File: config.mk
export PLATFORM = sky130hd
export DESIGN_NAME = wtu_timer
export DESIGN_NICKNAME = d
export VERILOG_FILES = /design/src/wtu_pkg.sv /design/src/wtu_timer.sv /design/src/wtu_pin_sync.sv /design/src/wtu_prescaler.sv
export SDC_FILE = /design/constraint.sdc
export NUM_CORES = 1
export LEC_CHECK = 0
export ABC_AREA = 1
export BUFFER_PORTS_ARGS = -buffer_cell sky130_fd_sc_hd__buf_4
export CAP_MARGIN = 20
export CORE_MARGIN = 2
export CORE_UTILIZATION = 38
export CTS_BUF_LIST = sky130_fd_sc_hd__clkbuf_16
export DETAILED_ROUTE_END_ITERATION = 8
export GPL_ROUTABILITY_DRIVEN = 0
export SYNTH_ARGS = -nofsm -noshare
export SYNTH_HDL_FRONTEND = slang
export SYNTH_SLANG_ARGS = --single-unit
File: constraint.sdc
create_clock -name clk -period 2.8 [get_ports clk]
set_input_delay 0.14 -clock clk [delete_from_list [all_inputs] [get_ports clk]]
set_output_delay 0.14 -clock clk [all_outputs]
set_load 0.05 [all_outputs]
File: src/wtu_pkg.sv
// Purpose: shared constants for the wide timer unit
// Assumes: 8-bit registers on a 32-bit classic Wishbone bus, one aligned word each
// Notes:   register indices are word indices; byte address is index times four
package wtu_pkg;

  // register word indices (byte address = index * 4)
  localparam logic [7:0] WTU_IDX_FLAG    = 8'h0C;
  localparam logic [7:0] WTU_IDX_CNT_LO  = 8'h0E;
  localparam logic [7:0] WTU_IDX_CNT_HI  = 8'h0F;
  localparam logic [7:0] WTU_IDX_CTRL    = 8'h10;
  localparam logic [7:0] WTU_IDX_ENABLE  = 8'h8C;

  localparam int WTU_ADR_W   = 10;
  localparam int WTU_IDX_LSB = 2;

  // control, flag and enable field positions
  localparam int WTU_B_RUN     = 0;
  localparam int WTU_B_CLKSEL  = 1;
  localparam int WTU_B_SYNCBYP = 2;
  localparam int WTU_B_OSCEN   = 3;
  localparam int WTU_B_PS_LO   = 4;
  localparam int WTU_B_PS_HI   = 5;
  localparam int WTU_CTRL_W    = 6;
  localparam int WTU_B_FLAG    = 0;
  localparam int WTU_B_IEN     = 0;

  localparam logic [WTU_CTRL_W-1:0] WTU_CTRL_RST  = 6'h00;
  localparam logic [15:0]           WTU_COUNT_RST = 16'h0000;
  localparam logic [15:0]           WTU_COUNT_MAX = 16'hFFFF;
  localparam logic [15:0]           WTU_COUNT_ONE = 16'h0001;

  // four oscillator clocks per instruction cycle; sampling on the second and fourth
  localparam logic [1:0] WTU_PH_STEP = 2'h1;
  localparam logic [1:0] WTU_PH_Q2   = 2'h1;
  localparam logic [1:0] WTU_PH_Q4   = 2'h3;

  function automatic logic wtu_hit(input logic [WTU_ADR_W-1:0] adr, input logic [7:0] idx);
    return adr[WTU_ADR_W-1:WTU_IDX_LSB] == idx;
  endfunction

endpackage

File: src/wtu_timer.sv
// Purpose: 16-bit timer/counter with prescaler, crystal pin control and Wishbone registers
// Assumes: clk is the oscillator clock; sleep_i, trig_i, other_rst_i come from clk-domain logic
// Notes:   byte registers sit in bits 7:0 of each word; unmapped reads return zero
//
// Design decision made here: the Wishbone register port.
`timescale 1ns/1ns
`default_nettype none
module wtu_timer
  import wtu_pkg::*;
(
  input  wire logic                 clk,
  input  wire logic                 arst_n,
  input  wire logic                 other_rst_i,
  input  wire logic                 sleep_i,
  input  wire logic                 trig_i,
  input  wire logic                 xtal_in_pin,
  input  wire logic                 ext_count_pin,
  input  wire logic [1:0]           port_b_direction,
  input  wire logic                 wb_cyc_i,
  input  wire logic                 wb_stb_i,
  input  wire logic                 wb_we_i,
  input  wire logic [WTU_ADR_W-1:0] wb_adr_i,
  input  wire logic [3:0]           wb_sel_i,
  input  wire logic [31:0]          wb_dat_i,
  output logic      [31:0]          wb_dat_o,
  output logic                      wb_ack_o,
  output logic                      overflow_irq,
  output logic                      wake_o,
  output logic                      xtal_amp_en,
  output logic                      xtal_in_oe,
  output logic                      xtal_out_oe
);

  typedef struct packed {
    logic [15:0]           count;
    logic [WTU_CTRL_W-1:0] ctrl;
    logic                  flag;
    logic                  ien;
    logic [1:0]            phase;
    logic                  psync;
    logic                  pprev;
    logic                  ack;
    logic [7:0]            rdata;
    logic                  irq;
    logic                  wake;
    logic                  amp;
    logic                  in_oe;
    logic                  out_oe;
  } wtu_state_t;

  wtu_state_t q;
  wtu_state_t d;

  logic [1:0] pins_s;
  logic       ext_src;
  logic       presc_o;
  logic       acc;
  logic       wr;
  logic       rd;
  logic       wr_lo;
  logic       wr_hi;
  logic       cnt_wr;
  logic       int_tick;
  logic       sync_tick;
  logic       async_tick;
  logic       tick;
  logic       inc;
  logic       wrap;

  // the synchronised path looks at the prescaler output only on the two sampling phases of each instruction cycle; the bypass path looks every clock
  function automatic logic wtu_sample_ph(input logic [1:0] ph);
    return (ph == WTU_PH_Q2) || (ph == WTU_PH_Q4);
  endfunction

  wtu_pin_sync u_sync (
    .clk    (clk),
    .arst_n (arst_n),
    .pins_i ({xtal_in_pin, ext_count_pin}),
    .pins_o (pins_s)
  );

  // crystal input is counted when the oscillator runs, else the dedicated pin
  assign ext_src = q.ctrl[WTU_B_OSCEN] ? pins_s[1] : pins_s[0];

  wtu_prescaler u_psc (
    .clk    (clk),
    .arst_n (arst_n),
    .src_i  (ext_src),
    .clr_i  (cnt_wr),
    .sel_i  (q.ctrl[WTU_B_PS_HI:WTU_B_PS_LO]),
    .div_o  (presc_o)
  );

  always_comb begin
    d      = q;
    acc    = wb_cyc_i && wb_stb_i && !q.ack;
    wr     = acc && wb_we_i && wb_sel_i[0];
    rd     = acc && !wb_we_i;
    wr_lo  = wr && wtu_hit(wb_adr_i, WTU_IDX_CNT_LO);
    wr_hi  = wr && wtu_hit(wb_adr_i, WTU_IDX_CNT_HI);
    cnt_wr = wr_lo || wr_hi;
    d.ack  = acc;
    d.phase = q.phase + WTU_PH_STEP;

    // instruction clock halts in sleep
    int_tick = (q.phase == WTU_PH_Q4) && !sleep_i;
    // synchroniser samples after the prescaler on Q2/Q4 and is off in sleep
    sync_tick = wtu_sample_ph(q.phase) && !sleep_i && presc_o && !q.psync;
    if (wtu_sample_ph(q.phase) && !sleep_i) begin
      d.psync = presc_o;
    end
    // bypass path keeps counting through sleep
    d.pprev    = presc_o;
    async_tick = presc_o && !q.pprev;
    if (!q.ctrl[WTU_B_CLKSEL]) begin
      tick = int_tick;
    end else if (q.ctrl[WTU_B_SYNCBYP]) begin
      tick = async_tick;
    end else begin
      tick = sync_tick;
    end
    inc  = q.ctrl[WTU_B_RUN] && tick;
    wrap = inc && (q.count == WTU_COUNT_MAX);

    if (other_rst_i) begin
      d.flag = 1'b0;
      d.ien  = 1'b0;
    end
    if (wr && wtu_hit(wb_adr_i, WTU_IDX_CTRL)) begin
      d.ctrl = wb_dat_i[WTU_CTRL_W-1:0];
    end
    if (wr && wtu_hit(wb_adr_i, WTU_IDX_FLAG)) begin
      d.flag = wb_dat_i[WTU_B_FLAG];
    end
    if (wr && wtu_hit(wb_adr_i, WTU_IDX_ENABLE)) begin
      d.ien = wb_dat_i[WTU_B_IEN];
    end

    // a write beats the compare trigger, which beats counting
    if (cnt_wr) begin
      if (wr_lo) begin
        d.count[7:0] = wb_dat_i[7:0];
      end
      if (wr_hi) begin
        d.count[15:8] = wb_dat_i[7:0];
      end
    end else if (trig_i) begin
      d.count = WTU_COUNT_RST;
    end else if (inc) begin
      d.count = q.count + WTU_COUNT_ONE;
    end
    // overflow set wins over a same-cycle clear
    if (wrap && !cnt_wr && !trig_i) begin
      d.flag = 1'b1;
    end

    if (rd) begin
      if (wtu_hit(wb_adr_i, WTU_IDX_CNT_LO)) begin
        d.rdata = q.count[7:0];
      end else if (wtu_hit(wb_adr_i, WTU_IDX_CNT_HI)) begin
        d.rdata = q.count[15:8];
      end else if (wtu_hit(wb_adr_i, WTU_IDX_CTRL)) begin
        d.rdata = {2'h0, q.ctrl};
      end else if (wtu_hit(wb_adr_i, WTU_IDX_FLAG)) begin
        d.rdata = {7'h00, q.flag};
      end else if (wtu_hit(wb_adr_i, WTU_IDX_ENABLE)) begin
        d.rdata = {7'h00, q.ien};
      end else begin
        d.rdata = 8'h00;
      end
    end

    d.irq    = d.flag && d.ien;
    d.wake   = sleep_i && d.flag && d.ien;
    d.amp    = d.ctrl[WTU_B_OSCEN];
    d.in_oe  = !d.ctrl[WTU_B_OSCEN] && !port_b_direction[1];
    d.out_oe = !d.ctrl[WTU_B_OSCEN] && !port_b_direction[0];
  end

  // the count has no defined power-on value; zero is as good as any
  always_ff @(posedge clk or negedge arst_n) begin
    if (!arst_n) begin
      q       <= '0;
      q.ctrl  <= WTU_CTRL_RST;
      q.count <= WTU_COUNT_RST;
    end else begin
      q <= d;
    end
  end

  assign wb_dat_o     = {24'h000000, q.rdata};
  assign wb_ack_o     = q.ack;
  assign overflow_irq = q.irq;
  assign wake_o       = q.wake;
  assign xtal_amp_en  = q.amp;
  assign xtal_in_oe   = q.in_oe;
  assign xtal_out_oe  = q.out_oe;
endmodule // wtu_timer
`default_nettype wire

File: src/wtu_pin_sync.sv
// Purpose: two-flop synchroniser for the two counting pins
// Assumes: pins are asynchronous to clk
// Notes:   first stage is read only by the second
`timescale 1ns/1ns
`default_nettype none
module wtu_pin_sync
  import wtu_pkg::*;
(
  input  wire logic       clk,
  input  wire logic       arst_n,
  input  wire logic [1:0] pins_i,
  output logic      [1:0] pins_o
);

  typedef struct packed {
    logic [1:0] s1;
    logic [1:0] s2;
  } wtu_sync_t;

  wtu_sync_t q;
  wtu_sync_t d;

  always_comb begin
    d    = q;
    d.s1 = pins_i;
    d.s2 = q.s1;
  end

  always_ff @(posedge clk or negedge arst_n) begin
    if (!arst_n) begin
      q <= '0;
    end else begin
      q <= d;
    end
  end

  assign pins_o = q.s2;

endmodule // wtu_pin_sync
`default_nettype wire

File: src/wtu_prescaler.sv
// Purpose: divide-by-1/2/4/8 prescaler on the external count input
// Assumes: src_i is already synchronised to clk
// Notes:   modelled as a counter advancing on source rising edges, which matches the
//          outputs of a ripple chain; it runs regardless of sleep
`timescale 1ns/1ns
`default_nettype none
module wtu_prescaler
  import wtu_pkg::*;
(
  input  wire logic       clk,
  input  wire logic       arst_n,
  input  wire logic       src_i,
  input  wire logic       clr_i,
  input  wire logic [1:0] sel_i,
  output logic            div_o
);

  typedef struct packed {
    logic       prev;
    logic [2:0] stage;
    logic       out;
  } wtu_psc_t;

  wtu_psc_t q;
  wtu_psc_t d;

  always_comb begin
    d      = q;
    d.prev = src_i;
    if (clr_i) begin
      d.stage = '0;
    end else if (src_i && !q.prev) begin
      d.stage = q.stage + 3'h1;
    end
    d.out = (sel_i == 2'h0) ? src_i : q.stage[sel_i - 2'h1];
  end

  always_ff @(posedge clk or negedge arst_n) begin
    if (!arst_n) begin
      q <= '0;
    end else begin
      q <= d;
    end
  end

  assign div_o = q.out;
endmodule // wtu_prescaler
`default_nettype wire

==> flow_summary.json <==
{
  "outcome": "finished, final reports clean",
  "fp-row-count": 32,
  "synth-simple-area-share": 0.3178,
  "cp_slowest_cell": "dfrtp_1",
  "h-tree-depth": 2,
  "syn_area_per_cell_sq_um": 7.572,
  "worstPathMaxFanout": 13,
  "hold_depth": 3,
  "synth-async-reset-ratio": 1.000,
  "netlist_area_sq_um": 3059,
  "wl_per_cell_microns": 12.43,
  "grt.overflow.total": 0,
  "fin_crit_ns": 1.995,
  "drive_gt1_frac": 0.1502,
  "initial_core_util": 0.3938,
  "syn_to_final_growth_pct": 14.56,
  "hold_viol_final": 0,
  "cts.sinks": 50,
  "die_area_sq_um": 8784,
  "vias": 2524,
  "path_cells": "nor2_1, nand2_1, nor2_4, nand2_4, nand3_4, nor2_4, nor2_4, inv_1, nand2_1, nand2_1",
  "dp_slack_ns": 0.8041,
  "layout_common_cells": "134 x nand2_1, 50 x dfrtp_1, 43 x buf_4",
  "die_x_microns": 93.73,
  "leakage_uw": 0.001801,
  "hp-class": "input pin to flop",
  "min_from": "wb_dat_i[1]",
  "required_ns": 2.98,
  "critPathTopFamily": "simple AND/OR/NAND/NOR gates",
  "grt_pass1_wl_mm": 11.63,
  "rsz0062_at_grt": "no",
  "skew_ns": 0.005062,
  "clk_latency_ns": 0.28,
  "layout_setup_ws_ns": 0.8049,
  "drt-total-wl_mm": 6.811,
  "final_common_cell": "nand2_1",
  "start_kind": "flop",
  "cp.depth": 10,
  "synth-compound-area-share": 0.07812,
  "synth_fa_ha_area_frac": 0.02045,
  "port_buffers": 42,
  "worst-path-buf-inv": 1,
  "setup_viol": 0,
  "clock-root-buffer": "clkbuf_16",
  "clk_path_buf_depth": 2,
  "cts_made_buffers": 5,
  "synthXorXnorAreaFrac": 0.02577,
  "slew_viol_final": 0,
  "relSlewSlack": 0.5798,
  "synth_top_family_by_area": "simple AND/OR/NAND/NOR gates",
  "antennaDiodeCount": 0,
  "setup_tns_ns": 0,
  "muxShareOfSynthArea": 0.003681,
  "synth_cell_types": 35,
  "die_y_microns": 93.73,
  "maxCapViolations": 0,
  "cp-end-kind": "flop",
  "dpl.hpwl_mm": 5.123,
  "synthCells": 404,
  "gr-usage-all-layers": 0.1676,
  "yosysSeqAreaShare": 0.4090,
  "drc": 0,
  "cts_tree": "built",
  "core_area_sq_um": 7767,
  "antenna_found_initial": 0,
  "clk_pin_slew_worst_paths_ns": 0.07,
  "r2r_start": "wb_ack_o",
  "drt_iter0_drc": 178,
  "grt_max_degree": 51,
  "drt_first_pass_iters": 4,
  "power.density_nw_per_um2": 507.0,
  "fin_nets": 508,
  "ys_ff_latch": 50,
  "cp-startpoint": "wb_ack_o",
  "period_share": 0.7125,
  "grt_pass1_vias": 2449,
  "fmax_mhz": 501.2,
  "ir_drop_mv": 0.2140,
  "ys.flop_type": "dfrtp_1",
  "worst_pin_slew_ns": 0.6304,
  "worst-setup-path-type": "flop to flop",
  "antenna_left": 0,
  "vias_per_cell": 4.606,
  "critical-path-max-stage-delay_ns": 0.38,
  "yosys_warnings": 0,
  "pin_count": 96,
  "synth-edff-count": 0,
  "r2r_cells": 10,
  "cp.arrival_ns": 2.17
}
-- flip-flops by register name, indices dropped and copies added (netlist names) --
name and cells:
xtal_out_oe 1, wb_dat_o 8, u_psc.q 4, u_psc.div_o 1
xtal_amp_en 1, xtal_in_oe 1, u_sync.pins_o 2, wake_o 1
q 27, overflow_irq 1, u_sync.d 2, wb_ack_o 1
-- report_power, final --
part	leakage (uW)	internal, uW	total (uW)	switching [uW]
logic	0.00109	113	350	237
clock network	0.0000689	327	591	264
registers	0.000641	791	836	44.5
total	0.00180	1230	1780	545
-- cells by family (layout without fill, tap and decap cells) --
logic type | Yosys count | in the layout
and+or+nand+nor | 218 | 218
AOI/OAI and AO/OA | 41 | 41
xor gates and xnor gates | 9 | 9
other | 1 | 24
muxes | 1 | 1
buffers and inverters | 79 | 98
adders and majority gates | 5 | 5
DFF | 50 | 50
-- what timing repair did --
action,CTS,global route
buffers inserted,0,0
hold buffers,5,0
endpoints found under the hold margin,54,0
gates resized for setup,0,0
-- layout make-up --
| class | instances | area [sq um] |
|---|---|---|
| well taps | 102 | 127.6 |
| inverters | 42 | 157.7 |
| clock inverters | 3 | 16.27 |
| fillers | 797 | 4263 |
| flip-flops and latches | 50 | 1251 |
| repair buffers | 48 | 372.9 |
| multi-input cells | 298 | 1454 |
| clock buffers | 5 | 125.1 |
-- worst paths after layout --
check / slack, ns / to
setup / recovery: 0.80 / q[40]
hold / removal: 0.11 / q[21]
setup reg to reg: 0.80 / q[40]
hold reg to reg: 0.35 / u_sync.pins_o[1]
max in group asynchronous: 1.96 / q[26]
min in group asynchronous: 0.41 / q[32]
-- Yosys cell counts, drive strengths merged (2+ instances only) --
| library cell | instances | area, sq um |
|---|---|---|
| inv | 42 | 157.7 |
| nand3 | 24 | 132.6 |
| and2 | 3 | 18.77 |
| nand3b | 2 | 15.01 |
| o21a | 3 | 22.52 |
| xnor2 | 3 | 26.28 |
| a21oi | 3 | 15.01 |
| nor3 | 3 | 15.01 |
| xor2 | 6 | 52.55 |
| nand2 | 139 | 549.3 |
| nor2 | 40 | 195.2 |
| nand4 | 5 | 31.28 |
| buf | 36 | 275.3 |
| dfrtp | 50 | 1251 |
| a31oi | 6 | 37.54 |
| o21ai | 25 | 132.6 |
| ha | 5 | 62.56 |
-- tightest hold or removal path: cells and delay by family --
family / cells / cell delay (ns)
buf+inv: 1 / 0.09
simple gates: 2 / 0.13
-- per-stage QoR --
stage	std cells	power (uW)	hold slack, ns	area, sq um	utilization
after detailed placement	535	1197	0.2118	3313	0.4265
after CTS	548	1795	0.1040	3505	0.4512
after floorplan	427	1132	-0.1556	3146	-
after global routing	548	1870	0.1184	3505	0.4512
final	548	1777	0.1083	3505	0.4512
after global placement	535	1187	0.2067	3313	0.4265
-- routing by layer --
layer  routed length (microns)  GRT usage  up-vias
li1                          -          -     1300
met1                      3235     0.2316     1156
met2                      3189     0.2732       64
met3                       310    0.02408        4
met4                        76    0.04952        0
met5                         0          0        -
No activity file was read; power rests on OpenSTA's default activity.
